$ cat src/adc_cfg_pkg.sv
// Constants, field positions, power-up values and state types of the channel selector.
// Assumes a byte-wide write path on the same clock as the selector.
package adc_cfg_pkg;

  // ****************************************************************
  // Byte layout
  // ****************************************************************
  localparam int REG_BIT = 7;
  localparam int SCAN_HI_BIT = 6;
  localparam int SCAN_LO_BIT = 5;
  localparam int CHAN_HI_BIT = 4;
  localparam int CHAN_LO_BIT = 1;
  localparam int TYPE_BIT = 0;
  localparam int SEL_HI_BIT = 6;
  localparam int SEL_LO_BIT = 4;
  localparam int REF_MID_BIT = 5;
  localparam int CFG_RESET_BIT = 1;

  // ****************************************************************
  // Power-up values
  // ****************************************************************
  localparam logic [1:0] SCAN_RESET = 2'h0;
  localparam logic [3:0] CHAN_RESET = 4'h0;
  localparam logic TYPE_RESET = 1'b1;
  localparam logic [2:0] SEL_RESET = 3'h0;

  // ****************************************************************
  // Channel numbers and steps
  // ****************************************************************
  localparam logic [3:0] LAST_INPUT = 4'hb;
  localparam logic [3:0] SHARED_PIN_WIDE = 4'hb;
  localparam logic [3:0] SHARED_PIN_NARROW = 4'h3;
  localparam logic [3:0] MID_START_WIDE = 4'h6;
  localparam logic [3:0] MID_START_NARROW = 4'h2;
  localparam logic [3:0] STEP_SINGLE = 4'h1;
  localparam logic [3:0] STEP_DIFF = 4'h2;
  localparam logic [1:0] SCAN_UP_FROM_ZERO = 2'h0;
  localparam logic [1:0] SCAN_REPEAT = 2'h1;
  localparam logic [1:0] SCAN_UP_FROM_MID = 2'h2;
  localparam logic [1:0] SCAN_ONE = 2'h3;

  typedef enum logic [1:0] {
    ST_IDLE = 2'b01,
    ST_SCAN = 2'b10
  } scan_state_e;

endpackage : adc_cfg_pkg

$ cat src/chan_map_if.sv
// Carrier between the selector core and its channel mapper.
// Assumes both ends sit in the same clock domain; the mapper is combinational.
`timescale 1ns/1ps
interface chan_map_if;
  logic [3:0] addr;
  logic single;
  logic ref_mid;
  logic four_chan;
  logic [3:0] pos_sel;
  logic [3:0] neg_sel;
  logic pos_gnd;
  logic neg_gnd;
  logic reserved;
  logic ignored;

  modport core (output addr, single, ref_mid, four_chan,
                input pos_sel, neg_sel, pos_gnd, neg_gnd, reserved, ignored);
  modport mapper (input addr, single, ref_mid, four_chan,
                  output pos_sel, neg_sel, pos_gnd, neg_gnd, reserved, ignored);
endinterface : chan_map_if

$ cat src/adc_chan_select.sv
// Configuration byte decoder and scan address stepper of the converter.
// Assumes the serial engine hands over each received byte as a one-cycle strobe,
// and the conversion sequencer pulses start and step on the same clock.
`timescale 1ns/1ps
module adc_chan_select #(
  parameter bit FOUR_CHAN = 1'b0
) (
  // Clock and reset
  input wire logic CLOCK_IN,
  input wire logic RESET_IN,
  // Received bytes
  input wire logic BYTE_VALID_IN,
  input wire logic [7:0] BYTE_IN,
  // Conversion sequencer
  input wire logic SCAN_START_IN,
  input wire logic SCAN_STEP_IN,
  // Channel selection
  output logic [3:0] POS_SEL_OUT,
  output logic [3:0] NEG_SEL_OUT,
  output logic POS_GND_OUT,
  output logic NEG_GND_OUT,
  output logic CHAN_RESERVED_OUT,
  output logic CHAN_IGNORED_OUT,
  // Status
  output logic SCAN_BUSY_OUT,
  output logic SCAN_LAST_OUT,
  output logic [1:0] SCAN_MODE_OUT,
  output logic INPUT_TYPE_OUT
);
  import adc_cfg_pkg::*;

  // ****************************************************************
  // State
  // ****************************************************************
  typedef struct packed {
    scan_state_e state;
    logic [1:0] scan_mode;
    logic [3:0] chan_code;
    logic input_type_flag;
    logic [2:0] ref_sel;
    logic [3:0] addr;
    logic [3:0] limit;
    logic last;
    logic [3:0] pos_sel;
    logic [3:0] neg_sel;
    logic pos_gnd;
    logic neg_gnd;
    logic reserved;
    logic ignored;
  } sel_state_s;

  sel_state_s s_q;
  sel_state_s s_d;
  chan_map_if map_bus ();

  chan_mapper u_mapper (
    .m (map_bus.mapper)
  );

  logic [3:0] code_eff;
  logic [3:0] shared_pin;
  logic [3:0] start_addr;
  logic [3:0] stop_addr;
  logic [3:0] step;
  logic at_limit;

  // ****************************************************************
  // Next state
  // ****************************************************************
  always_comb begin
    s_d = s_q;
    if (BYTE_VALID_IN) begin
      if (!BYTE_IN[REG_BIT]) begin
        s_d.scan_mode = BYTE_IN[SCAN_HI_BIT:SCAN_LO_BIT];
        s_d.chan_code = BYTE_IN[CHAN_HI_BIT:CHAN_LO_BIT];
        s_d.input_type_flag = BYTE_IN[TYPE_BIT];
      end else begin
        s_d.ref_sel = BYTE_IN[SEL_HI_BIT:SEL_LO_BIT];
        if (!BYTE_IN[CFG_RESET_BIT]) begin
          s_d.scan_mode = SCAN_RESET;
          s_d.chan_code = CHAN_RESET;
          s_d.input_type_flag = TYPE_RESET;
        end
      end
    end

    // On the four-input variant the upper select bits are masked here so that nothing downstream sees them.
    code_eff = FOUR_CHAN ? {2'b00, s_d.chan_code[1:0]} : s_d.chan_code;
    shared_pin = FOUR_CHAN ? SHARED_PIN_NARROW : SHARED_PIN_WIDE;
    step = s_d.input_type_flag ? STEP_SINGLE : STEP_DIFF;
    start_addr = 4'h0;
    if (s_d.scan_mode == SCAN_UP_FROM_MID) begin
      start_addr = FOUR_CHAN ? MID_START_NARROW : MID_START_WIDE;
    end else if (s_d.scan_mode != SCAN_UP_FROM_ZERO) begin
      start_addr = code_eff;
    end
    stop_addr = (code_eff > LAST_INPUT) ? LAST_INPUT : code_eff;
    if (stop_addr < start_addr) begin
      stop_addr = start_addr;
    end
    // A reserved code as a single-conversion target is passed through unchanged.
    if (s_d.scan_mode == SCAN_REPEAT || s_d.scan_mode == SCAN_ONE) begin
      stop_addr = code_eff;
    end else if (s_d.input_type_flag && s_d.ref_sel[1] && stop_addr == shared_pin) begin
      stop_addr = shared_pin - 4'h1;
    end

    unique case (s_q.state)
      ST_IDLE: begin
        s_d.addr = code_eff;
        s_d.limit = stop_addr;
        if (SCAN_START_IN) begin
          s_d.state = ST_SCAN;
          s_d.addr = start_addr;
        end
      end
      ST_SCAN: begin
        if (SCAN_STEP_IN) begin
          if (s_q.last) begin
            s_d.state = ST_IDLE;
            s_d.addr = code_eff;
            s_d.limit = stop_addr;
          end else begin
            s_d.addr = s_q.addr + step;
          end
        end
      end
    endcase

    // Differential scans compare pair numbers only, so an odd limit ends on its pair.
    at_limit = s_d.input_type_flag ? (s_d.addr >= s_d.limit)
                                   : (s_d.addr[3:1] >= s_d.limit[3:1]);
    s_d.last = (s_d.state == ST_SCAN) && at_limit;

    map_bus.addr = s_d.addr;
    map_bus.single = s_d.input_type_flag;
    map_bus.ref_mid = s_d.ref_sel[1];
    map_bus.four_chan = FOUR_CHAN;
    s_d.pos_sel = map_bus.pos_sel;
    s_d.neg_sel = map_bus.neg_sel;
    s_d.pos_gnd = map_bus.pos_gnd;
    s_d.neg_gnd = map_bus.neg_gnd;
    s_d.reserved = map_bus.reserved;
    s_d.ignored = map_bus.ignored;
  end

  always_ff @(posedge CLOCK_IN) begin
    if (RESET_IN) begin
      s_q <= '{state: ST_IDLE, scan_mode: SCAN_RESET, chan_code: CHAN_RESET,
               input_type_flag: TYPE_RESET, ref_sel: SEL_RESET, addr: CHAN_RESET,
               limit: CHAN_RESET, last: 1'b0, pos_sel: CHAN_RESET, neg_sel: 4'h0,
               pos_gnd: 1'b0, neg_gnd: 1'b1, reserved: 1'b0, ignored: 1'b0};
    end else begin
      s_q <= s_d;
    end
  end

  assign POS_SEL_OUT = s_q.pos_sel;
  assign NEG_SEL_OUT = s_q.neg_sel;
  assign POS_GND_OUT = s_q.pos_gnd;
  assign NEG_GND_OUT = s_q.neg_gnd;
  assign CHAN_RESERVED_OUT = s_q.reserved;
  assign CHAN_IGNORED_OUT = s_q.ignored;
  assign SCAN_BUSY_OUT = (s_q.state == ST_SCAN);
  assign SCAN_LAST_OUT = s_q.last;
  assign SCAN_MODE_OUT = s_q.scan_mode;
  assign INPUT_TYPE_OUT = s_q.input_type_flag;
endmodule : adc_chan_select

$ cat src/chan_mapper.sv
// Turns a channel address into positive and negative input selections.
// Assumes the address already has its upper bits cleared on the four-input variant.
`timescale 1ns/1ps
module chan_mapper (
  chan_map_if.mapper m
);
  import adc_cfg_pkg::*;

  logic [3:0] shared_pin;
  logic [3:0] even_in;
  logic [3:0] odd_in;
  logic shared_pair;

  always_comb begin
    shared_pin = m.four_chan ? SHARED_PIN_NARROW : SHARED_PIN_WIDE;
    even_in = {m.addr[3:1], 1'b0};
    odd_in = {m.addr[3:1], 1'b1};
    shared_pair = m.ref_mid && (odd_in == shared_pin);
    m.reserved = (m.addr[3:2] == 2'b11);
    m.ignored = 1'b0;
    m.pos_gnd = 1'b0;
    m.neg_gnd = 1'b0;
    m.pos_sel = m.addr;
    m.neg_sel = 4'h0;
    if (m.single) begin
      m.neg_gnd = 1'b1;
      m.ignored = m.ref_mid && (m.addr == shared_pin) && !m.reserved;
    end else if (!m.reserved) begin
      // With the shared pin acting as reference, ground stands in for the odd input.
      if (shared_pair) begin
        m.pos_sel = m.addr[0] ? 4'h0 : even_in;
        m.neg_sel = m.addr[0] ? even_in : 4'h0;
        m.pos_gnd = m.addr[0];
        m.neg_gnd = !m.addr[0];
      end else begin
        m.pos_sel = m.addr[0] ? odd_in : even_in;
        m.neg_sel = m.addr[0] ? even_in : odd_in;
      end
    end
  end

endmodule : chan_mapper

$ cat config.mk
export PLATFORM = sky130hd
export DESIGN_NAME = adc_chan_select
export DESIGN_NICKNAME = d
export VERILOG_FILES = /design/src/adc_cfg_pkg.sv /design/src/chan_map_if.sv /design/src/adc_chan_select.sv /design/src/chan_mapper.sv
export SDC_FILE = /design/constraint.sdc
export NUM_CORES = 1
export LEC_CHECK = 0
export BUFFER_PORTS_ARGS = -buffer_cell sky130_fd_sc_hd__buf_2
export CAP_MARGIN = 20
export CORE_MARGIN = 2
export CORE_UTILIZATION = 56
export CTS_CLUSTER_SIZE = 40
export DETAILED_ROUTE_END_ITERATION = 10
export GPL_TIMING_DRIVEN = 1
export PLACE_DENSITY = 0.87
export REMOVE_ABC_BUFFERS = 1
export SYNTH_ARGS = -nofsm -noshare
export SYNTH_HDL_FRONTEND = slang
export SYNTH_SLANG_ARGS = --single-unit
$ cat constraint.sdc
create_clock -name CLOCK_IN -period 5.2 [get_ports CLOCK_IN]
set_clock_uncertainty 0.15 [all_clocks]
set_input_delay 0.26 -clock CLOCK_IN [delete_from_list [all_inputs] [get_ports CLOCK_IN]]
set_output_delay 0.26 -clock CLOCK_IN [all_outputs]
set_load 0.01 [all_outputs]
==> results of run 1 <==
## cell usage after synthesis, drive strengths merged (4+ instances only)
cell,number,area [um2]
o21ai,8,43.8
nand3b,4,30.0
ha,11,138
dfxtp,31,621
inv,12,47.6
nand3,4,20.0
a22oi,4,40.0
buf,14,106
a21oi,11,58.8
a211oi,7,65.1
nand2b,4,27.5
nor3,4,25.0
nand2,17,63.8
nor2,30,113
## state kept, by name, summed over array words and instances (netlist names)
| register | flops |
|---|---|
| SCAN_MODE_OUT | 2 |
| s_q | 15 |
| INPUT_TYPE_OUT | 1 |
| NEG_GND_OUT | 1 |
| POS_GND_OUT | 1 |
| CHAN_IGNORED_OUT | 1 |
| POS_SEL_OUT | 4 |
| CHAN_RESERVED_OUT | 1 |
| NEG_SEL_OUT | 4 |
| SCAN_LAST_OUT | 1 |
## logic make-up after synthesis
logic type,count (synthesis)
simple gates,80
buf+inv,28
fa+ha+maj,12
flops,31
compound gates,66
mux,4
## metal layers
metal | vias to the layer above | global-route usage, % | part of all wire, %
met1 | 830 | 34.4 | 42
met5 | - | 0 | 0
met3 | 11 | 6.31 | 8.7
met4 | 0 | 11.9 | 2.5
li1 | 858 | - | -
met2 | 103 | 41.7 | 47
## worst paths after layout
kind / endpoint / cells after the start
min: SCAN_MODE_OUT[1] / 3
min reg2reg: s_q[14] / 2
max: SCAN_LAST_OUT / 16
max reg2reg: SCAN_LAST_OUT / 16
## metrics by stage
| stage | instances | cell area (um2) |
|---|---|---|
| 2_1_floorplan | 205 | 1800 |
| 3_3_place_gp | 280 | 2000 |
| 3_5_place_dp | 280 | 2000 |
| 4_1_cts | 288 | 2090 |
| 5_1_grt | 288 | 2090 |
| 6_report | 288 | 2090 |
## layout make-up
class	instances	area, um2	share of cell area, %
clock buffers	6	51.3	2.46
clock inverters	2	35.0	1.68
inverters	12	47.5	2.28
multi-input cells	162	1130	54.1
flip-flops and latches	31	621	29.7
well taps	46	57.6	2.76
repair buffers	29	145	6.95
## critical path, delay by kind of cell (launching register included)
kind,cells,cell delay [ps]
AOI/OAI and AO/OA,9,2420
adders and majority gates,2,540
buffers and inverters,1,120
DFF,1,520
and+or+nand+nor,4,420
## layout by cell type (no fill, tap or decap), drive strengths merged, types with 3 or more instances in the layout
cell type	n
o21ai	8
nor3	4
clkbuf	6
o31ai	3
inv	12
nand3	4
and3b	3
nor2	30
ha	11
a211oi	7
nand2b	4
a311oi	3
buf	29
a22oi	4
nor4	3
or3	3
nand3b	4
dfxtp	31
a21oi	11
nand2	17
## power breakdown
group	internal, mW	total, mW	switching (mW)
Clock	0.114	0.205	0.0918
Sequential	0.250	0.260	0.00915
Combinational	0.0556	0.146	0.0900
Total	0.420	0.611	0.191
==> run_results.csv, run 1 <==
group,metric,value,unit
outcome,status,"finished, final reports clean",
power_and_ir_drop,vdd.ir_drop.worst,0.000142,V
sta,rsz0062_at_grt,"false",
clock_network,post-cts-setup-buffers,0,
drt,ant_nets,0,
synth,synthFlopType,"dfxtp_1",
critical_path,critical_path.startpoint,"SCAN_MODE_OUT[0]",
floorplan,die_area,0.00390,mm2
cells_and_area,n_fill_cell,301,
clock_network,clk_latency,340,ps
synth,async_flop_share,0,%
critical_path,crit_slowest_cell,"a211oi_1",
global_routing,grt_max_degree,24,
synth,ys_seq_area_share,32.5,%
drt,drtIter0Drc,222,
placement,port_buffers,29,
clock_network,clk_pin_slew,110,ps
drt,wire_per_inst,16.8,um
cells_and_area,syn_to_final_growth,9.16,%
drt,wirelength,4840,um
worst_hold_path,hold_class,"in -> reg",
worst_hold_path,hp-start,"BYTE_IN[6]",
critical_path,reg2reg_slack,940,ps
sta,final.setup.tns,0,ps
synth,synth_fa_ha_area_share,8.25,%
cells_and_area,n_antenna_cell,0,
critical_path,crit_path_end_kind,"flip-flop",
cells_and_area,final_core_util,63.0,%
clock_network,tritoncts,"built",
critical_path,start_kind,"flip-flop",
synth,muxShareOfSynthArea,2.23,%
cells_and_area,final_nets,266,
sta,post-route-period-util,82.0,%
synth,ys_ff_latch,31,
synth,synth_xor_area_share,0,%
drt,vias_per_cell,6.26,
clock_network,cts_buffers,5,
sta,setup_ws,937,ps
sta,setup_viol,0,
critical_path,required,5290,ps
floorplan,initial_core_util,57.7,%
sta,fin_crit,4260,ps
floorplan,fp-row-count,21,
drt,drc,0,
clock_network,hold_buffers,0,
placement,pre_cts_slack,828,ps
placement,dp_hpwl,3430,um
run,maxCapViolCount,0,
synth,ys_warn_count,0,
sta,max_slew_margin,51.9,%
power_and_ir_drop,power.density,293,mW/mm2
global_routing,grt_pass1_vias,1689,
power_and_ir_drop,leakage,0.923,nW
sta,tightest_slew,718,ps
synth,synth_top_family_by_area,"compound AO/OA/AOI/OAI gates",
synth,yosys.area_share.simple,20.8,%
critical_path,crit_chain,"inv_1 > o21ai_0 > nor2_1 > a21oi_1 > ha_1 > o211a_1 > a211oi_1 > a21oi_1 > o31ai_1 > a21oi_1 > ha_1 > nand2b_1 > a21oi_1 > nand2_1 > a311oi_1 > nor2_1",
synth,ys_types,66,
floorplan,core_area,0.00331,mm2
sta,whs,78.5,ps
synth,synth_edf_count,0,
synth,synth-compound-area-share,27.8,%
floorplan,die_x,62.4,um
global_routing,grt_first_pass_wirelength,8140,um
synth,syn_inst,221,
global_routing,antenna_found_initial,0,
floorplan,ios,30,
sta,maxSlewViolCount,0,
floorplan,fp.dieH,62.4,um
global_routing,track_usage,26.5,%
cells_and_area,drive_gt1_share,21.9,%
power_and_ir_drop,total_power,611,uW
clock_network,clockBufferDepth,2,
critical_path,critPathMaxFanout,7,
critical_path,critPathMostFrequentCell,"a21oi_1",
synth,netlist_area,0.00191,mm2
sta,finalHoldViolations,0,
global_routing,grt_overflow_total,0,
drt,drt_pre_antenna_iters,5,
critical_path,worstReg2RegStart,"SCAN_MODE_OUT[0]",
clock_network,root_buffer,"clkbuf_4",
clock_network,cts-resized-gates,0,
sta,fmax,0.235,GHz
critical_path,cp.arrival,4350,ps
drt,vias,1802,
clock_network,cts_sinks,31,
synth,syn_area_per_cell,8.65,um2
critical_path,slowest_delay,610,ps
clock_network,htree_levels,2,
critical_path,worstSetupPathType,"reg -> reg",
placement,gp_congestion,0.920,
Power figures use the tool's default switching activity.
==> inputs of run 2 (changes only) <==
--- a/config.mk
+++ b/config.mk
@@ -8,11 +8,11 @@
 export BUFFER_PORTS_ARGS = -buffer_cell sky130_fd_sc_hd__buf_2
 export CAP_MARGIN = 20
 export CORE_MARGIN = 2
-export CORE_UTILIZATION = 56
+export CORE_UTILIZATION = 51
 export CTS_CLUSTER_SIZE = 40
 export DETAILED_ROUTE_END_ITERATION = 10
 export GPL_TIMING_DRIVEN = 1
-export PLACE_DENSITY = 0.87
+export PLACE_DENSITY = 0.84
 export REMOVE_ABC_BUFFERS = 1
 export SYNTH_ARGS = -nofsm -noshare
 export SYNTH_HDL_FRONTEND = slang
==> constraint.sdc (replaced) <==
create_clock -name CLOCK_IN -period 3.5 [get_ports CLOCK_IN]
set_clock_uncertainty 0.15 [all_clocks]
set_input_delay 0.175 -clock CLOCK_IN [delete_from_list [all_inputs] [get_ports CLOCK_IN]]
set_output_delay 0.175 -clock CLOCK_IN [all_outputs]
set_load 0.01 [all_outputs]
==> run_results.csv, run 2 (synthesis gave the netlist of run 1 again) <==
group,metric,value,unit
placement,pre_cts_slack,-35.5,ps
drt,wire_per_inst,15.3,um
critical_path,critPathBufInv,2,
sta,post-route-period-util,95.6,%
placement,placedCellCount,314,
floorplan,initial_core_util,52.6,%
floorplan,fp-row-count,22,
clock_network,clk_pin_slew,70,ps
placement,place_area,0.00224,mm2
critical_path,critPathMaxFanout,6,
critical_path,path_delay_family,"compound AO/OA/AOI/OAI gates",
floorplan,die_x,65.2,um
global_routing,grt_max_degree,24,
critical_path,reg2reg_to,"SCAN_LAST_OUT",
cells_and_area,drive_gt1_share,32.5,%
worst_hold_path,hp-start,"BYTE_IN[5]",
critical_path,reg2reg_slack,150,ps
global_routing,grt_overflow_total,0,
global_routing,antenna_found_initial,0,
critical_path,cp.arrival,3380,ps
sta,tightest_slew,590,ps
clock_network,cts_sinks,31,
critical_path,r2r_cells,17,
critical_path,crit_chain,"inv_1 > o21ai_2 > nor2_1 > a21oi_1 > ha_1 > o211a_1 > a211oi_2 > buf_4 > nand2_1 > and3b_1 > a21oi_1 > ha_1 > nand2b_1 > a21oi_1 > nand2_1 > a311oi_2 > nor2_1",
worst_hold_path,holdPathEnd,"s_q[22]",
sta,fin_crit,3350,ps
sta,setup_ws,154,ps
global_routing,grt_pass1_vias,1670,
drt,ant_nets,0,
drt,drc,0,
clock_network,cts_buffers,5,
sta,maxSlewViolCount,0,
cells_and_area,final_nets,298,
power_and_ir_drop,leakage,1.08,nW
cells_and_area,final_cell_mix,"buf_4 (32), dfxtp_1 (31), nor2_1 (30)",
floorplan,core_area,0.00363,mm2
floorplan,fp.dieH,65.2,um
cells_and_area,stdcell_area,0.00236,mm2
drt,wirelength,4940,um
critical_path,crit_path_end_kind,"flip-flop",
clock_network,htree_levels,2,
critical_path,worstSetupPathType,"reg -> reg",
power_and_ir_drop,total_power,948,uW
cells_and_area,top_register,"s_q",
critical_path,slowest_delay,340,ps
clock_network,clk_latency,290,ps
floorplan,die_area,0.00425,mm2
clock_network,hold_buffers,0,
sta,fmax,0.299,GHz
worst_hold_path,hold_class,"in -> reg",
power_and_ir_drop,power.density,402,mW/mm2
worst_hold_path,min_path_cells,3,
drt,vias_per_cell,5.84,
placement,dp_hpwl,3710,um
global_routing,track_usage,24.1,%
critical_path,critPathMostFrequentCell,"a21oi_1",
clock_network,post-cts-setup-buffers,0,
floorplan,ios,30,
placement,gp_congestion,0.864,
critical_path,start_kind,"flip-flop",
sta,finalHoldViolations,0,
clock_network,clockBufferDepth,2,
placement,port_buffers,29,
global_routing,grt_first_pass_wirelength,7940,um
critical_path,required,3530,ps
power_and_ir_drop,vdd.ir_drop.worst,0.000270,V
run,maxCapViolCount,0,
clock_network,root_buffer,"clkbuf_8",
cells_and_area,layout_commonest_cell,"buf_4",
sta,setup_viol,0,
critical_path,crit_slowest_cell,"dfxtp_1",
drt,drtIter0Drc,186,
cells_and_area,layout.cells.non_filler,322,
clock_network,tritoncts,"built",
cells_and_area,largest_reg_flops,15,
outcome,status,"finished, final reports clean",
critical_path,worstReg2RegStart,"SCAN_MODE_OUT[0]",
sta,max_slew_margin,59.7,%
cells_and_area,final_core_util,64.8,%
cells_and_area,n_fill_cell,310,
drt,drt_pre_antenna_iters,5,
cells_and_area,syn_to_final_growth,23.2,%
cells_and_area,n_antenna_cell,0,
drt,vias,1881,
[run 2: repair_timing]
action | CTS | global route
setup endpoints to repair | 1 | 1
pin swaps | 0 | 1
gates cloned | 0 | 0
resized for setup | 1 | 6
hold endpoints to repair | 0 | 0
[run 2: power breakdown]
part,switching [mW],total (mW),internal (mW)
clock network,0.152,0.294,0.142
logic,0.145,0.269,0.124
registers,0.0125,0.384,0.372
total,0.310,0.948,0.638
[run 2: final cells by class]
| type | instances | area [um2] | area share, % |
|---|---|---|---|
| flip-flops and latches | 31 | 621 | 26.3 |
| clock inverters | 3 | 23.8 | 1.01 |
| well taps | 48 | 60.1 | 2.55 |
| repair buffers | 61 | 385 | 16.4 |
| inverters | 12 | 47.5 | 2.02 |
| clock buffers | 5 | 68.8 | 2.92 |
| multi-input cells | 162 | 1150 | 48.8 |
[run 2: through the flow]
step	hold WS (ps)	setup TNS (ps)
floorplan	97.1	-170
CTS	36.8	0
global placement	321	0
finish	46.6	0
global route	42.0	-29.9
detailed placement	325	-35.5
[run 2: worst max-delay path by stage]
stage / from / to / slack, ps / cells after the start
finish: SCAN_MODE_OUT[0] / SCAN_LAST_OUT / 150 / 17
global route: SCAN_MODE_OUT[0] / SCAN_LAST_OUT / -30 / 17
floorplan: SCAN_MODE_OUT[0] / SCAN_LAST_OUT / -170 / 16
detailed placement: BYTE_VALID_IN / SCAN_LAST_OUT / -40 / 16
CTS: SCAN_MODE_OUT[0] / SCAN_LAST_OUT / 30 / 16
global placement: BYTE_VALID_IN / SCAN_LAST_OUT / 30 / 18
[run 2: tightest hold or removal path: stages]
cell	delay, ps
buf_2	110
mux2i_1	90
nor2_1	80
[run 2: metal layers]
metal	share of wire [%]	track usage, %
met5	0	0
met4	1.9	9.38
met3	5.7	4.62
met2	46	37.2
met1	47	33.0
==> inputs of run 3 (changes only) <==
--- a/config.mk
+++ b/config.mk
@@ -8,11 +8,11 @@
 export BUFFER_PORTS_ARGS = -buffer_cell sky130_fd_sc_hd__buf_2
 export CAP_MARGIN = 20
 export CORE_MARGIN = 2
-export CORE_UTILIZATION = 51
+export CORE_UTILIZATION = 60
 export CTS_CLUSTER_SIZE = 40
 export DETAILED_ROUTE_END_ITERATION = 10
 export GPL_TIMING_DRIVEN = 1
-export PLACE_DENSITY = 0.84
+export PLACE_DENSITY = 0.92
 export REMOVE_ABC_BUFFERS = 1
 export SYNTH_ARGS = -nofsm -noshare
 export SYNTH_HDL_FRONTEND = slang
==> constraint.sdc (replaced) <==
create_clock -name CLOCK_IN -period 4 [get_ports CLOCK_IN]
set_clock_uncertainty 0.15 [all_clocks]
set_input_delay 0.2 -clock CLOCK_IN [delete_from_list [all_inputs] [get_ports CLOCK_IN]]
set_output_delay 0.2 -clock CLOCK_IN [all_outputs]
set_load 0.01 [all_outputs]
==> run_results.csv, run 3 (synthesis gave the netlist of run 1 again) <==
group,metric,value,unit
outcome,status,"complete, but fails checks",
outcome,violations,"design-rule violations",
drt,drtIter0Drc,260,
global_routing,antenna_found_initial,0,
run,maxCapViolCount,0,
drt,drt_pre_antenna_iters,8,
critical_path,critPathMaxFanout,7,
clock_network,cts_buffers,5,
critical_path,worstSetupPathType,"reg -> reg",
drt,vias,1790,
drt,ant_nets,0,
cells_and_area,largest_reg_flops,15,
global_routing,grt_pass1_vias,1678,
placement,port_buffers,29,
global_routing,grt_first_pass_wirelength,7910,um
clock_network,tritoncts,"built",
sta,setup_viol,0,
cells_and_area,layout.cells.non_filler,292,
drt,wire_per_inst,16.7,um
critical_path,critPathMostFrequentCell,"a21oi_1",
critical_path,path_delay_family,"compound AO/OA/AOI/OAI gates",
placement,dp_hpwl,3540,um
floorplan,die_x,60.5,um
drt,drc,1,
cells_and_area,n_antenna_cell,0,
sta,tightest_slew,536,ps
power_and_ir_drop,vdd.ir_drop.worst,0.000246,V
clock_network,root_buffer,"clkbuf_4",
cells_and_area,drive_gt1_share,23.8,%
sta,final.setup.tns,0,ps
global_routing,grt_max_degree,24,
floorplan,fp-row-count,20,
critical_path,crit_slowest_cell,"dfxtp_2",
cells_and_area,final_core_util,68.8,%
floorplan,fp.dieH,60.5,um
clock_network,cts_sinks,31,
placement,gp_congestion,0.980,
floorplan,core_area,0.00305,mm2
critical_path,r2r_cells,17,
cells_and_area,final_cell_mix,"dfxtp_1 (30), nor2_1 (30), buf_2 (29)",
power_and_ir_drop,power.density,341,mW/mm2
global_routing,track_usage,29.5,%
critical_path,crit_path_end_kind,"flip-flop",
sta,maxSlewViolCount,0,
critical_path,slowest_delay,420,ps
clock_network,post-cts-setup-buffers,0,
cells_and_area,top_register,"s_q",
clock_network,clk_pin_slew,110,ps
power_and_ir_drop,leakage,0.935,nW
placement,placedCellCount,284,
critical_path,worstReg2RegStart,"SCAN_MODE_OUT[0]",
global_routing,grt_overflow_total,0,
clock_network,cts-resized-gates,0,
sta,fmax,0.268,GHz
sta,max_slew_margin,63.8,%
drt,vias_per_cell,6.13,
sta,post-route-period-util,93.4,%
critical_path,start_kind,"flip-flop",
critical_path,worst-path-stages,17,
drt,wirelength,4870,um
clock_network,htree_levels,2,
floorplan,ios,30,
cells_and_area,syn_to_final_growth,9.82,%
sta,finalHoldViolations,0,
critical_path,required,4070,ps
critical_path,critical_path.startpoint,"SCAN_MODE_OUT[0]",
critical_path,critPathBufInv,2,
floorplan,initial_core_util,62.6,%
sta,rsz0062_at_grt,"false",
critical_path,cp.arrival,3800,ps
clock_network,clockBufferDepth,2,
clock_network,hold_buffers,0,
sta,fin_crit,3740,ps
floorplan,die_area,0.00365,mm2
clock_network,clk_latency,340,ps
worst_hold_path,hold_class,"in -> reg",
worst_hold_path,hp-start,"SCAN_START_IN",
placement,pre_cts_slack,178,ps
cells_and_area,final_nets,272,
worst_hold_path,min_path_cells,3,
critical_path,crit_chain,"inv_1 > o21ai_0 > nor2_1 > a21oi_1 > ha_1 > o211a_1 > a211oi_1 > buf_4 > nand2_1 > and3b_1 > a21oi_1 > ha_1 > nand2b_1 > a21oi_1 > nand2_1 > a311oi_1 > nor2_1",
sta,setup_ws,264,ps
run 3: changes by cell type in the layout (fill, tap and decap cells not counted), moves of 2 or more:
cell and change:
clkbuf_4 +5, buf_4 -26, clkinvlp_4 -2, clkbuf_1 +2
o21ai_0 +2, clkbuf_8 -5
run 3: layer usage:
metal  up-vias  routed length, um  track usage, %
met4         0                138            13.7
met1       820               2040            39.2
met2        88               2230            44.4
met3        17                469            8.74
met5         -                  0               0
li1        865                  -               -
run 3: cell type report:
cell class                      count  area, um2
Clock buffer                        7       45.0
Multi-Input combinational cell    162       1130
Clock inverter                      1       5.00
Timing Repair Buffer               35        190
Inverter                           12       47.5
Sequential cell                    31        622
Fill cell                         247        953
Tap cell                           44       55.1
run 3: worst reg2reg max path: cells and delay by family (launching register included):
kind / cells / cell delay (ps)
adders and majority gates: 2 / 490
AOI/OAI and AO/OA: 7 / 1560
and+or+nand+nor: 6 / 690
buffers and inverters: 2 / 300
DFF: 1 / 420
run 3: path summary, 6_finish.rpt:
| kind | end | slack [ps] |
|---|---|---|
| min reg2reg | s_q[14] | 350 |
| max reg2reg | SCAN_LAST_OUT | 260 |
| max | SCAN_LAST_OUT | 260 |
| min | s_q[32] | 20 |
run 3: per-stage QoR:
step	power (mW)	hold WS [ps]	instance area, um2
finish	0.716	20.6	2100
global route	0.752	6.49	2100
CTS	0.712	10.6	2090
detailed placement	0.534	326	2040
global placement	0.526	328	2040
floorplan	0.470	122	1800
run 3: power by group:
group | internal [mW] | total, mW | switching, mW
Clock | 0.0685 | 0.180 | 0.112
Sequential | 0.326 | 0.337 | 0.0117
Combinational | 0.0791 | 0.198 | 0.119
